File: config.mk
export PLATFORM = sky130hd
export DESIGN_NAME = dts_top
export DESIGN_NICKNAME = d
export VERILOG_FILES = /design/src/dts_pkg.sv /design/src/dts_top.sv /design/src/dts_key_mem.sv
export SDC_FILE = /design/constraint.sdc
export NUM_CORES = 2
export LEC_CHECK = 0
export BUFFER_PORTS_ARGS = -buffer_cell sky130_fd_sc_hd__buf_2
export CAP_MARGIN = 10
export CORE_ASPECT_RATIO = 0.8
export CORE_MARGIN = 2
export CORE_UTILIZATION = 35
export DETAILED_ROUTE_END_ITERATION = 8
export PLACE_DENSITY = 0.58
export SKIP_LAST_GASP = 1
export SYNTH_ARGS = -nofsm -noshare
export SYNTH_HDL_FRONTEND = slang
export SYNTH_MEMORY_MAX_BITS = 65536
export SYNTH_SLANG_ARGS = --single-unit
File: constraint.sdc
create_clock -name pclk -period 11.5 [get_ports pclk]
set_input_delay 0 -clock pclk [delete_from_list [all_inputs] [get_ports pclk]]
set_output_delay 0 -clock pclk [all_outputs]
set_load 0.03 [all_outputs]
File: src/dts_pkg.sv
// package: constants and carriers for the display transmitter source select block
package dts_pkg;

	// ==========================================================
	// register offsets (byte addresses on the apb bus)
	localparam logic [11:0] OFS_KEY_MEMORY_OWNER_CONFIG_REG = 12'h000;
	localparam logic [11:0] OFS_VIDEO_SOURCE_CONFIG_REG = 12'h004;
	localparam logic [11:0] OFS_SPDIF_SOURCE_CONFIG_REG = 12'h008;
	localparam logic [11:0] OFS_HOT_PLUG_PIN_FUNCTION_REG = 12'h00C;
	localparam logic [11:0] OFS_PATTERN_CTRL_REG = 12'h010;
	localparam logic [11:0] OFS_PATTERN_ACTIVE_REG = 12'h014;
	localparam logic [11:0] OFS_PATTERN_TOTAL_REG = 12'h018;
	localparam logic [11:0] OFS_STATUS_REG = 12'h01C;
	// key memory window: one byte per aligned word, 512 words
	localparam logic [11:0] OFS_KEY_WINDOW = 12'h800;

	// ==========================================================
	// field positions
	localparam int KEY_OWNER_BIT = 13;
	localparam int VIDEO_SEL_BIT = 5;
	localparam int SPDIF_SEL_BIT = 1;
	localparam int HPD_FUNC_LSB = 6;
	localparam int HPD_FUNC_MSB = 7;
	localparam logic [1:0] HPD_FUNC_ENABLE = 2'h2;
	localparam int PAT_EN_BIT = 0;
	localparam int PAT_TYPE_LSB = 4;
	localparam int PAT_DIV_LSB = 8;
	localparam int STAT_HPD_BIT = 0;
	localparam int STAT_OWNER_BIT = 1;
	localparam int STAT_PAT_BIT = 2;
	localparam int STAT_FRAME_LSB = 16;

	// ==========================================================
	// values after reset
	localparam logic [31:0] RST_CONFIG = 32'h0000_0000;
	localparam logic [11:0] RST_H_ACTIVE = 12'h280;
	localparam logic [11:0] RST_V_ACTIVE = 12'h1E0;
	localparam logic [11:0] RST_H_TOTAL = 12'h320;
	localparam logic [11:0] RST_V_TOTAL = 12'h20D;

	// ==========================================================
	// sizes and cycle counts
	localparam int KEY_WORDS = 512;
	localparam int KEY_AW = 9;
	localparam int KEY_DW = 8;
	localparam int PIX_DW = 24;
	localparam logic [11:0] HSYNC_CYCLES = 12'h060;
	localparam logic [11:0] VSYNC_LINES = 12'h002;

	// three kinds of fill for the pattern generator
	typedef enum logic [1:0] {
		DTS_PAT_BARS = 2'h0,
		DTS_PAT_RAMP = 2'h1,
		DTS_PAT_FLAT = 2'h3
	} dts_pat_t;

	// ==========================================================
	// carriers
	typedef struct packed {
		logic pix_en;
		logic de;
		logic hs;
		logic vs;
		logic [PIX_DW-1:0] data;
	} dts_video_t;

	typedef struct packed {
		logic sck;
		logic ws;
		logic [3:0] sd;
	} dts_i2s_t;

	typedef struct packed {
		logic en;
		logic we;
		logic [KEY_AW-1:0] addr;
		logic [KEY_DW-1:0] wdata;
	} dts_key_req_t;

endpackage

File: src/dts_top.sv
// top: source selection, key memory ownership, hot plug gating and pattern generator
`timescale 1ns/1ns
module dts_top (
	// clock and reset
	input wire logic pclk,
	input wire logic presetn,
	// apb slave
	input wire logic psel,
	input wire logic penable,
	input wire logic pwrite,
	input wire logic [11:0] paddr,
	input wire logic [31:0] pwdata,
	output logic [31:0] prdata,
	output logic pready,
	output logic pslverr,
	// video sources
	input dts_pkg::dts_video_t video_output_processor_a,
	input dts_pkg::dts_video_t video_output_processor_b,
	// audio sources
	input dts_pkg::dts_i2s_t eight_channel_i2s_source,
	input wire logic eight_channel_spdif_source,
	input wire logic two_channel_spdif_source,
	// shared hot plug pin
	input wire logic shared_hot_plug_pin,
	// toward the transmitter
	output dts_pkg::dts_video_t tx_video,
	output dts_pkg::dts_i2s_t tx_i2s,
	output logic tx_spdif,
	output logic tx_hot_plug,
	// transmitter side of the key memory
	input dts_pkg::dts_key_req_t tx_key_req,
	output logic [dts_pkg::KEY_DW-1:0] tx_key_rdata
);

	// ==========================================================
	// configuration registers
	logic [31:0] key_memory_owner_config_reg;
	logic [31:0] video_source_config_reg;
	logic [31:0] spdif_source_config_reg;
	logic [31:0] hot_plug_pin_function_reg;
	logic [31:0] pattern_ctrl_reg;
	logic [31:0] pattern_active_reg;
	logic [31:0] pattern_total_reg;

	logic key_owner_tx;
	logic video_sel_b;
	logic spdif_sel_two;
	logic [1:0] hot_plug_pin_function_field;
	logic pat_on;
	logic [1:0] pat_kind;
	logic [7:0] pat_div;
	logic [11:0] h_active;
	logic [11:0] v_active;
	logic [11:0] h_total;
	logic [11:0] v_total;

	assign key_owner_tx = key_memory_owner_config_reg[dts_pkg::KEY_OWNER_BIT];
	assign video_sel_b = video_source_config_reg[dts_pkg::VIDEO_SEL_BIT];
	assign spdif_sel_two = spdif_source_config_reg[dts_pkg::SPDIF_SEL_BIT];
	assign hot_plug_pin_function_field =
		hot_plug_pin_function_reg[dts_pkg::HPD_FUNC_MSB:dts_pkg::HPD_FUNC_LSB];
	assign pat_on = pattern_ctrl_reg[dts_pkg::PAT_EN_BIT];
	assign pat_kind = pattern_ctrl_reg[dts_pkg::PAT_TYPE_LSB +: 2];
	assign pat_div = pattern_ctrl_reg[dts_pkg::PAT_DIV_LSB +: 8];
	assign h_active = pattern_active_reg[11:0];
	assign v_active = pattern_active_reg[27:16];
	assign h_total = pattern_total_reg[11:0];
	assign v_total = pattern_total_reg[27:16];

	// ==========================================================
	// apb decode
	logic setup;
	logic access_done;
	logic in_window;
	logic mem_hit;
	logic mem_denied;
	logic reg_hit;
	logic wr_done;

	assign setup = psel && !penable;
	assign access_done = psel && penable && pready;
	assign in_window = paddr[11] && (paddr[1:0] == 2'h0);
	assign mem_hit = in_window && !key_owner_tx;
	assign mem_denied = in_window && key_owner_tx;
	assign wr_done = access_done && pwrite;

	always_comb begin
		reg_hit = 1'b0;
		unique case (paddr)
			dts_pkg::OFS_KEY_MEMORY_OWNER_CONFIG_REG,
			dts_pkg::OFS_VIDEO_SOURCE_CONFIG_REG,
			dts_pkg::OFS_SPDIF_SOURCE_CONFIG_REG,
			dts_pkg::OFS_HOT_PLUG_PIN_FUNCTION_REG,
			dts_pkg::OFS_PATTERN_CTRL_REG,
			dts_pkg::OFS_PATTERN_ACTIVE_REG,
			dts_pkg::OFS_PATTERN_TOTAL_REG,
			dts_pkg::OFS_STATUS_REG: begin
				reg_hit = 1'b1;
			end
			default: begin
				reg_hit = 1'b0;
			end
		endcase
	end

	// ==========================================================
	// key memory ownership
	dts_pkg::dts_key_req_t bus_key_req;
	dts_pkg::dts_key_req_t mem_req;
	logic [dts_pkg::KEY_DW-1:0] mem_rdata;

	// bus reads are issued in the setup cycle, writes land at the completing edge
	always_comb begin
		bus_key_req.en = mem_hit && ((setup && !pwrite) || wr_done);
		bus_key_req.we = pwrite;
		bus_key_req.addr = paddr[dts_pkg::KEY_AW+1:2];
		bus_key_req.wdata = pwdata[dts_pkg::KEY_DW-1:0];
	end

	// the switch is not glitch-guarded; software flips it only while idle
	assign mem_req = key_owner_tx ? tx_key_req : bus_key_req;

	dts_key_mem u_key_mem (
		.pclk(pclk),
		.req(mem_req),
		.rdata(mem_rdata)
	);

	assign tx_key_rdata = mem_rdata;

	// ==========================================================
	// apb answer: registers without wait, key memory with one wait cycle
	logic [31:0] status_word;
	logic [31:0] next_rdata;
	logic hot_plug_level;
	logic [15:0] frame_count;

	always_comb begin
		status_word = 32'h0000_0000;
		status_word[dts_pkg::STAT_HPD_BIT] = hot_plug_level;
		status_word[dts_pkg::STAT_OWNER_BIT] = key_owner_tx;
		status_word[dts_pkg::STAT_PAT_BIT] = pat_on;
		status_word[dts_pkg::STAT_FRAME_LSB +: 16] = frame_count;
	end

	always_comb begin
		unique case (paddr)
			dts_pkg::OFS_KEY_MEMORY_OWNER_CONFIG_REG: next_rdata = key_memory_owner_config_reg;
			dts_pkg::OFS_VIDEO_SOURCE_CONFIG_REG: next_rdata = video_source_config_reg;
			dts_pkg::OFS_SPDIF_SOURCE_CONFIG_REG: next_rdata = spdif_source_config_reg;
			dts_pkg::OFS_HOT_PLUG_PIN_FUNCTION_REG: next_rdata = hot_plug_pin_function_reg;
			dts_pkg::OFS_PATTERN_CTRL_REG: next_rdata = pattern_ctrl_reg;
			dts_pkg::OFS_PATTERN_ACTIVE_REG: next_rdata = pattern_active_reg;
			dts_pkg::OFS_PATTERN_TOTAL_REG: next_rdata = pattern_total_reg;
			dts_pkg::OFS_STATUS_REG: next_rdata = status_word;
			default: next_rdata = 32'h0000_0000;
		endcase
	end

	always_ff @(posedge pclk or negedge presetn) begin
		if (!presetn) begin
			pready <= 1'b0;
		end else begin
			pready <= psel && !pready && (penable ? mem_hit : !mem_hit);
		end
	end

	always_ff @(posedge pclk or negedge presetn) begin
		if (!presetn) begin
			prdata <= 32'h0000_0000;
			pslverr <= 1'b0;
		end else if (setup && !mem_hit) begin
			prdata <= pwrite ? 32'h0000_0000 : next_rdata;
			pslverr <= mem_denied || !reg_hit;
		end else if (psel && penable && !pready && mem_hit) begin
			prdata <= pwrite ? 32'h0000_0000 : {24'h00_0000, mem_rdata};
			pslverr <= 1'b0;
		end
	end

	// ==========================================================
	// register writes
	always_ff @(posedge pclk or negedge presetn) begin
		if (!presetn) begin
			key_memory_owner_config_reg <= dts_pkg::RST_CONFIG;
			video_source_config_reg <= dts_pkg::RST_CONFIG;
			spdif_source_config_reg <= dts_pkg::RST_CONFIG;
			hot_plug_pin_function_reg <= dts_pkg::RST_CONFIG;
			pattern_ctrl_reg <= dts_pkg::RST_CONFIG;
			pattern_active_reg <= {4'h0, dts_pkg::RST_V_ACTIVE, 4'h0, dts_pkg::RST_H_ACTIVE};
			pattern_total_reg <= {4'h0, dts_pkg::RST_V_TOTAL, 4'h0, dts_pkg::RST_H_TOTAL};
		end else if (wr_done) begin
			unique case (paddr)
				dts_pkg::OFS_KEY_MEMORY_OWNER_CONFIG_REG: begin
					key_memory_owner_config_reg <= pwdata;
				end
				dts_pkg::OFS_VIDEO_SOURCE_CONFIG_REG: begin
					video_source_config_reg <= pwdata;
				end
				dts_pkg::OFS_SPDIF_SOURCE_CONFIG_REG: begin
					spdif_source_config_reg <= pwdata;
				end
				dts_pkg::OFS_HOT_PLUG_PIN_FUNCTION_REG: begin
					hot_plug_pin_function_reg <= pwdata;
				end
				dts_pkg::OFS_PATTERN_CTRL_REG: begin
					pattern_ctrl_reg <= pwdata;
				end
				dts_pkg::OFS_PATTERN_ACTIVE_REG: begin
					pattern_active_reg <= {4'h0, pwdata[27:16], 4'h0, pwdata[11:0]};
				end
				dts_pkg::OFS_PATTERN_TOTAL_REG: begin
					pattern_total_reg <= {4'h0, pwdata[27:16], 4'h0, pwdata[11:0]};
				end
				default: begin
				end
			endcase
		end
	end

	// ==========================================================
	// hot plug pin synchroniser and gate
	logic [2:0] hpd_sync;

	always_ff @(posedge pclk or negedge presetn) begin
		if (!presetn) begin
			hpd_sync <= 3'h0;
		end else begin
			hpd_sync <= {hpd_sync[1:0], shared_hot_plug_pin};
		end
	end

	// a level change counts only once the last two stages agree
	always_ff @(posedge pclk or negedge presetn) begin
		if (!presetn) begin
			hot_plug_level <= 1'b0;
		end else if (hpd_sync[1] == hpd_sync[2]) begin
			hot_plug_level <= hpd_sync[2];
		end
	end

	always_ff @(posedge pclk or negedge presetn) begin
		if (!presetn) begin
			tx_hot_plug <= 1'b0;
		end else begin
			tx_hot_plug <= (hot_plug_pin_function_field == dts_pkg::HPD_FUNC_ENABLE) &&
				hot_plug_level;
		end
	end

	// ==========================================================
	// audio routing
	always_ff @(posedge pclk or negedge presetn) begin
		if (!presetn) begin
			tx_i2s <= '0;
			tx_spdif <= 1'b0;
		end else begin
			tx_i2s <= eight_channel_i2s_source;
			tx_spdif <= spdif_sel_two ? two_channel_spdif_source :
				eight_channel_spdif_source;
		end
	end

	// ==========================================================
	// pattern generator: pixel rate from a divider enable
	logic [7:0] div_cnt;
	logic pix_tick;
	logic [11:0] h_cnt;
	logic [11:0] v_cnt;
	dts_pkg::dts_video_t pat_video;

	always_ff @(posedge pclk or negedge presetn) begin
		if (!presetn) begin
			div_cnt <= 8'h00;
			pix_tick <= 1'b0;
		end else begin
			pix_tick <= pat_on && (div_cnt == pat_div);
			div_cnt <= (!pat_on || div_cnt == pat_div) ? 8'h00 : div_cnt + 8'h01;
		end
	end

	always_ff @(posedge pclk or negedge presetn) begin
		if (!presetn) begin
			h_cnt <= 12'h000;
			v_cnt <= 12'h000;
			frame_count <= 16'h0000;
		end else if (!pat_on) begin
			h_cnt <= 12'h000;
			v_cnt <= 12'h000;
		end else if (pix_tick) begin
			if (h_cnt >= h_total - 12'h001) begin
				h_cnt <= 12'h000;
				if (v_cnt >= v_total - 12'h001) begin
					v_cnt <= 12'h000;
					frame_count <= frame_count + 16'h0001;
				end else begin
					v_cnt <= v_cnt + 12'h001;
				end
			end else begin
				h_cnt <= h_cnt + 12'h001;
			end
		end
	end

	// bars cycle through eight colour bands of 128 pixels each, taken from h_cnt bits 9 to 7
	always_comb begin
		pat_video.pix_en = pix_tick;
		pat_video.de = (h_cnt < h_active) && (v_cnt < v_active);
		pat_video.hs = (h_cnt >= h_active) && (h_cnt < h_active + dts_pkg::HSYNC_CYCLES);
		pat_video.vs = (v_cnt >= v_active) && (v_cnt < v_active + dts_pkg::VSYNC_LINES);
		unique case (dts_pkg::dts_pat_t'(pat_kind))
			dts_pkg::DTS_PAT_BARS: begin
				pat_video.data = {{8{h_cnt[9]}}, {8{h_cnt[8]}}, {8{h_cnt[7]}}};
			end
			dts_pkg::DTS_PAT_RAMP: begin
				pat_video.data = {3{h_cnt[7:0]}};
			end
			dts_pkg::DTS_PAT_FLAT: begin
				pat_video.data = pattern_ctrl_reg[31:8];
			end
			default: begin
				pat_video.data = 24'h00_0000;
			end
		endcase
		if (!pat_video.de) begin
			pat_video.data = 24'h00_0000;
		end
	end

	// ==========================================================
	// video routing into the capturer
	always_ff @(posedge pclk or negedge presetn) begin
		if (!presetn) begin
			tx_video <= '0;
		end else if (pat_on) begin
			tx_video <= pat_video;
		end else begin
			tx_video <= video_sel_b ? video_output_processor_b :
				video_output_processor_a;
		end
	end

endmodule // dts_top

File: src/dts_key_mem.sv
// single-port key storage memory with registered read data
`timescale 1ns/1ns
module dts_key_mem (
	// clock
	input wire logic pclk,
	// access port
	input dts_pkg::dts_key_req_t req,
	output logic [dts_pkg::KEY_DW-1:0] rdata
);

	// ==========================================================
	// storage
	logic [dts_pkg::KEY_DW-1:0] mem [dts_pkg::KEY_WORDS];

	always_ff @(posedge pclk) begin
		if (req.en && req.we) begin
			mem[req.addr] <= req.wdata;
		end
	end

	// no reset on the read register: memory contents are undefined anyway
	always_ff @(posedge pclk) begin
		if (req.en && !req.we) begin
			rdata <= mem[req.addr];
		end
	end

endmodule // dts_key_mem

; Word level (Yosys, flattened, before mapping)
; Memories as Yosys holds them, arrays and structs flattened. A register that Yosys moved wholly into a read port is not among the register bits.
; Index checks and enable logic that the tools add are counted.
[totals]
regBits = 331
ram_bits = 4096
romBits = 32
input_bits = 133
out_inout_bits = 78
elab_cells = 130
n_memories = 2
[classes]
add_sub_neg = 8
magnitude_cmp = 8
eq_ne = 14
mux = 25
n_reduce_logical = 46
[mem_list]
columns = memory, depth, word_bits, read_ports, rd_ports_with_merged_regs, write_ports, line
row1 = u_key_mem.mem, 512, 8, 1, 1, 1, dts_key_mem.sv:13  ; logic [dts_pkg::KEY_DW-1:0] mem [dts_pkg::KEY_WORDS];
row2 = (no name shown), 32, 1, 1, 0, 0, dts_top.sv:89  ; unique case (paddr)
[op_table]
columns = operator, n
row1 = 32-bit one-hot mux with 8 select lines, 1
row2 = 32-bit two-way mux, 3
row3 = 12-bit two-way mux, 7
row4 = 24-bit one-hot mux with 3 select lines, 1
row5 = 28-bit two-way mux, 2
row6 = 12-bit by 5-bit equality test with 1-bit output (second input constant), 4
row7 = 12-bit >= comparator, 4
row8 = 12-bit less-than comparator, 4
row9 = 12-bit by 1-bit adder with 12-bit output (second input constant), 2
row10 = 12-bit by 4-bit equality test with 1-bit output (second input constant), 2
row11 = 24-bit two-way mux, 1
row12 = 12-bit by 1-bit subtractor with 12-bit output (second input constant), 2
row13 = 1-bit logical AND, 21
row14 = 19-bit two-way mux, 1
row15 = 16-bit by 1-bit adder with 16-bit output (second input constant), 1
row16 = 8-bit two-way mux, 2
row17 = 2-bit AND reduction, 8
row18 = 12-bit by 2-bit adder with 12-bit output (second input constant), 1
row19 = 12-bit by 7-bit adder with 12-bit output (second input constant), 1
row20 = 12-bit by 3-bit equality test with 1-bit output (second input constant), 1
row21 = 12-bit zero test, 1
row22 = 8-bit by 1-bit adder with 8-bit output (second input constant), 1
row23 = 8-bit equality test, 1
row24 = 1-bit zero test, 8
row25 = other kinds (10), 21

; Logic depth before layout (Yosys ltp)
[depth]
depth_word = 9
depth_mapped = 15

; Hierarchy
; Synthesis repeated with hierarchy kept, for this count alone.
[hier_totals]
cells_unflattened = 9067
area_unflattened_um2 = 176679.4
[by_module_without_submodules]
columns = module, n_inst, cells_each, area_per_inst_um2, seq_area_each_um2
row1 = dts_key_mem, 1, 7539, 159231.5, 123238.2
row2 = dts_top, 1, 1528, 17448.0, 8299.2

; Least setup slack after synthesis
; OpenSTA, ideal clock, no wires.
[synth_path]
path_kind = register to register
from = register key_memory_owner_config_reg[13]
to = memory u_key_mem.mem[0][0] (netlist bit) (data pin)
setup_ns = 0.912
arrival_ns = 5.104
required_ns = 10.588
setup_slack_ns = 5.484
stages_incl_launch_ff = 8
path_buffers = 6
cell_sequence = dfrtp_1 -> buf_6 -> buf_4 -> buf_2 -> buf_2 -> buf_2 -> buf_1 -> mux2_2
[synth_lines]
columns = item, line
row1 = start: declaration, dts_top.sv:37  ; logic [31:0] key_memory_owner_config_reg;
row2 = start signal: assignment, dts_top.sv:185  ; key_memory_owner_config_reg <= dts_pkg::RST_CONFIG;
row3 = start signal: assignment, dts_top.sv:195  ; key_memory_owner_config_reg <= pwdata;
row4 = end: declaration, dts_key_mem.sv:13

; Worst setup path after layout
[layout_path]
from = register key_memory_owner_config_reg[13]
to = register u_key_mem.rdata[4] (netlist bit), read port of u_key_mem.mem (data pin)
[layout_via]
elab_chain_len = 5
[layout_rtl]
columns = item, line
row1 = 1-bit zero test, dts_top.sv:83  ; assign mem_hit = in_window && !key_owner_tx;
row2 = 1-bit logical AND, dts_top.sv:83
row3 = 1-bit logical AND, dts_top.sv:114  ; bus_key_req.en = mem_hit && ((setup && !pwrite) || wr_done);
row4 = 19-bit two-way mux (*), dts_top.sv:121  ; assign mem_req = key_owner_tx ? tx_key_req : bus_key_req;
row5 = 1-bit logical AND, dts_key_mem.sv:23  ; if (req.en && !req.we) begin
row6 = end: declaration, dts_key_mem.sv:8  ; output logic [dts_pkg::KEY_DW-1:0] rdata
; Mark *: on every way between the ends. The rest lies on a longest branch, timed or not.
; A chain may end at the register's enable or synchronous reset.

==> summary.txt <==
Floorplan
  – Width of the chip: around 800 um
  – Vertical die dimension: roughly 640 um
  – Core box area: between 400000 and 500000 sq um
  – Initial Util: 35.2%
  – Boundary pin count: between 200 and 250
  – Floorplan die area: just over 500000 sq um
  – Number of rows in the core area: about 230

Timing
  – Sum of negative setup slack: 0 ns
  – Tmin final: about 7 ns
  – RSZ-0062 raised after global routing: no
  – Maximum clock frequency: roughly 140 MHz
  – Slack of the critical path: ~4.5 ns
  – Worst-margin pin slew: 1.40 ns
  – Worst max-slew margin expressed relative to the limit: 6.98%
  – Post-Route Skew: between 0.06 and 0.07 ns
  – Finish-stage setup viols: 0
  – Count of pins over their slew limit: 0
  – Final period utilization: between 60% and 70%
  – Final hold violation count: 0

Clock network
  – Library cell used as clock root buffer: clkbuf_16
  – Clock latency on the worst-skew pair: between 1 and 1.5 ns
  – Clock transition at the register clock pins on the worst setup and hold paths after CTS: roughly 0.07 ns
  – Postcts setup bufs: 0
  – Total clock buffers created by CTS: between 400 and 500
  – Maximum buffer depth of the clock tree: 4
  – CTS tree: yes
  – Cts hold-fix bufs: 245
  – Resize count post-CTS: 0
  – Clk sink count: roughly 4400
  – H-Tree Level Count: 5

Logic synthesis
  – Sequential fraction of the synthesis area: 74.9%
  – Library cell with the largest summed area after synthesis: edfxtp_1
  – Synthesis-stage register bit count: around 4400
  – Most used DFF post-synth: edfxtp_1
  – Post-synthesis cell area: between 150000 and 200000 sq um
  – Mean instance size in the synthesized netlist: ~16 sq um
  – Warnings, synthesis: 0
  – Net Count, Synth: ~11000
  – Share of the synthesized area in the top cell type: 70.2%
  – Distinct cell type count of the synthesized netlist: between 80 and 90
  – Fraction of synthesis flops using an asynchronous set or reset pin: around 7.5%
  – Number of synthesized flops with an enable pin: just over 4000
  – Area contributors post-synth: edfxtp_1 70%, mux2i_1 6.0%, dfrtp_1 4.5%, mux4_2 3.6%, nand2_1 2.3%
  – Number of cells produced by synthesis: 10700

Worst hold path
  – Tightest Hold Check Type: primary input to flip-flop

Detailed routing
  – Via count of the routed design: 103000
  – Antenna violation net count after detailed routing: 0
  – Average via count per standard cell: 5.65
  – Number of design rule violations left after detail routing: 0
  – Aggregate routed wire length: between 500 and 600 mm
  – Routed length per instance: slightly below 30 um
  – Length of the first detailed-routing pass in iterations: 6
  – Drt first-iter violations: 14500

Cells and area
  – Fill count: 45000
  – Share of cells above drive strength 1: approximately 14%
  – Post-layout nets: 11300
  – Flip-flop count of the largest register, all copies and words added: ~4000
  – Non-filler cells, final: between 15000 and 20000
  – Register name with the most flops: u_key_mem.mem
  – Synth-to-layout area growth: 14.3%
  – Post-route design area: 201000 sq um

Global route
  – Remaining Overflow, GRT: 0
  – Overall global routing resource usage: around a fifth
  – Pin count of the biggest net entering global routing: between 150 and 200
  – Global-route wire length before repair: 757 mm
  – Antenna violations before repair: 46
  – Via count of the first global-routing pass: 97000

Place
  – Total placed cells including tap cells: approximately 17000
  – Final weighted congestion in routability-driven placement: around 0.83
  – Count of buffers inserted at the top-level ports: 210
  – Worst-case setup slack after placement: 4.69 ns
  – Cell Area, Placed: around 180000 sq um
  – Total half-perimeter wirelength after legalization and detailed placement: 318 mm

Critical path
  – CP Data Required Time: about 12 ns
  – Largest stage delay on the critical path: ~1.1 ns
  – Category of the worst setup path capture point: flip-flop
  – Depth of the critical timing path with buffers and inverters included: 10
  – Crit path max-delay family: compound AO/OA/AOI/OAI gates
  – R2R depth: 10
  – Start point of the critical path: key_memory_owner_config_reg[13]
  – Capture instance of the worst register-to-register path: u_key_mem.rdata[4]
  – Ordered list of cells on the worst path: buf_4 -> mux2_8 -> buf_12 -> buf_4 -> mux2i_1 -> o22ai_1 -> o41ai_1 -> a41oi_1 -> nor4_1 -> nand4_1
  – Worst path bufs/invs: 3
  – Critical-path top delay cell: o41ai_1
  – CP max FO: 96
  – Critical path class: flip-flop to flip-flop
  – Crit-path most repeated cell: buf_4
  – Destination of the critical timing path: u_key_mem.rdata[4]
  – Sort of element at the start of the critical path: flip-flop
  – Reg-to-Reg Start: key_memory_owner_config_reg[13]
  – R2r setup slk: 4.47 ns
  – Arrival time of the worst setup path: around 7.7 ns

Pwr
  – Power per cell area: ~170 nW/um^2
  – Maximum VDD drop: between 0.0001 and 0.00015 V
  – P_leak: approximately 68 nW

Run status
  – Outcome: complete, no violations

Job
  – Max-cap violations: 0
power breakdown:
part           total (mW)  internal [mW]  switching (mW)
registers            17.6           17.6         0.00701
clock network        14.0           7.76            6.24
logic                1.67          0.468            1.20
total                33.3           25.9            7.44
final cells by class:
class                      instances  area [sq um]  share of cell area (%)
sequential                      4435        132000                    65.5
multi-input combinational       5524         41400                    20.6
clock buffer                     527         11100                    5.51
tap                             6669          8340                    4.15
timing repair buffer             688          5740                    2.86
clock inverter                   250          2510                    1.25
inverter                          46           173                  0.0860
antenna                           22          55.1                  0.0274
routing by layer:
metal	up-vias	part of all wire, %	routed length (um)	track usage, %
met1	53500	44	237000	31.3
met2	5422	43	231000	29.5
li1	42800	-	-	-
met3	802	10	56400	4.39
met4	4	2.9	15700	5.73
met5	-	0.0050	27	0
placed cells by master (no fill, tap or decap), types with 39 or more instances in the layout:
cell type	instances
edfxtp_1	4104
nand2_1	1065
mux2i_1	1043
a21oi_1	619
nor2_1	570
o22ai_1	546
clkbuf_16	425
dfrtp_1	316
mux4_2	280
dlygate4sd3_1	244
buf_2	212
mux2_2	189
buf_4	189
a22oi_1	137
o21ai_0	105
clkbuf_1	98
clkinv_1	95
o41ai_1	79
nand3_1	74
ha_1	74
nor4_1	73
clkinv_2	67
or4_1	58
a211o_1	47
inv_1	45
a22o_1	45
xor2_1	45
bufinv_16	41
nand4_1	39
worst min path at each step:
stage                                      startpoint  depth (start not counted)  slack, ns                               to
after detailed placement  eight_channel_i2s_source[5]                          1       0.11                        tx_i2s[5]
after global placement    eight_channel_i2s_source[1]                          1       0.11                        tx_i2s[1]
after global routing                       pwdata[13]                          3       0.05  key_memory_owner_config_reg[13]
after floorplan                               presetn                          0      -0.30                       div_cnt[0]
after CTS                                    paddr[9]                          7      0.003               u_key_mem.rdata[1]
final                                        paddr[9]                          7       0.08               u_key_mem.rdata[1]
logic make-up after synthesis:
family,after synthesis,synth area share [%]
flip-flops,4435,74.9
AND/OR/NAND/NOR,2038,4.89
AO/OA/AOI/OAI,1811,6.56
multiplexers,1527,10.9
buffers and inverters,708,1.92
adder cells (fa/ha/maj),75,0.533
XOR/XNOR,73,0.364
metrics by stage:
stage               total power [mW]  hold WS (ns)  utilization (%)
detailed placement              19.6         0.110             37.0
global placement                19.5         0.107             37.0
global route                    34.1        0.0502             40.2
finish                          33.3        0.0839             40.2
CTS                             33.4       0.00317             40.2
floorplan                       18.9        -0.296                -
cell usage after synthesis (45+ instances only):
master	instances
mux2i_1	1045
mux2_2	197
xor2_1	45
a22o_1	46
edfxtp_1	4104
o41ai_1	82
or4_1	58
nand3_1	77
inv_1	45
nor4_1	82
nand2_1	1084
buf_2	287
o21ai_0	106
a22oi_1	138
clkbuf_1	246
a21oi_1	619
nor2_1	576
ha_1	74
dfrtp_1	318
o22ai_1	547
mux4_2	280
a211o_1	47
buf_1	70
worst min-delay path: stages:
cell,delay (ns)
buf_2,0.14
inv_1,0.06
o2bb2ai_1,0.10
buf_4,0.22
o311ai_2,0.14
buf_4,0.20
nand4_1,0.10
Power figures use the tool's default switching activity.
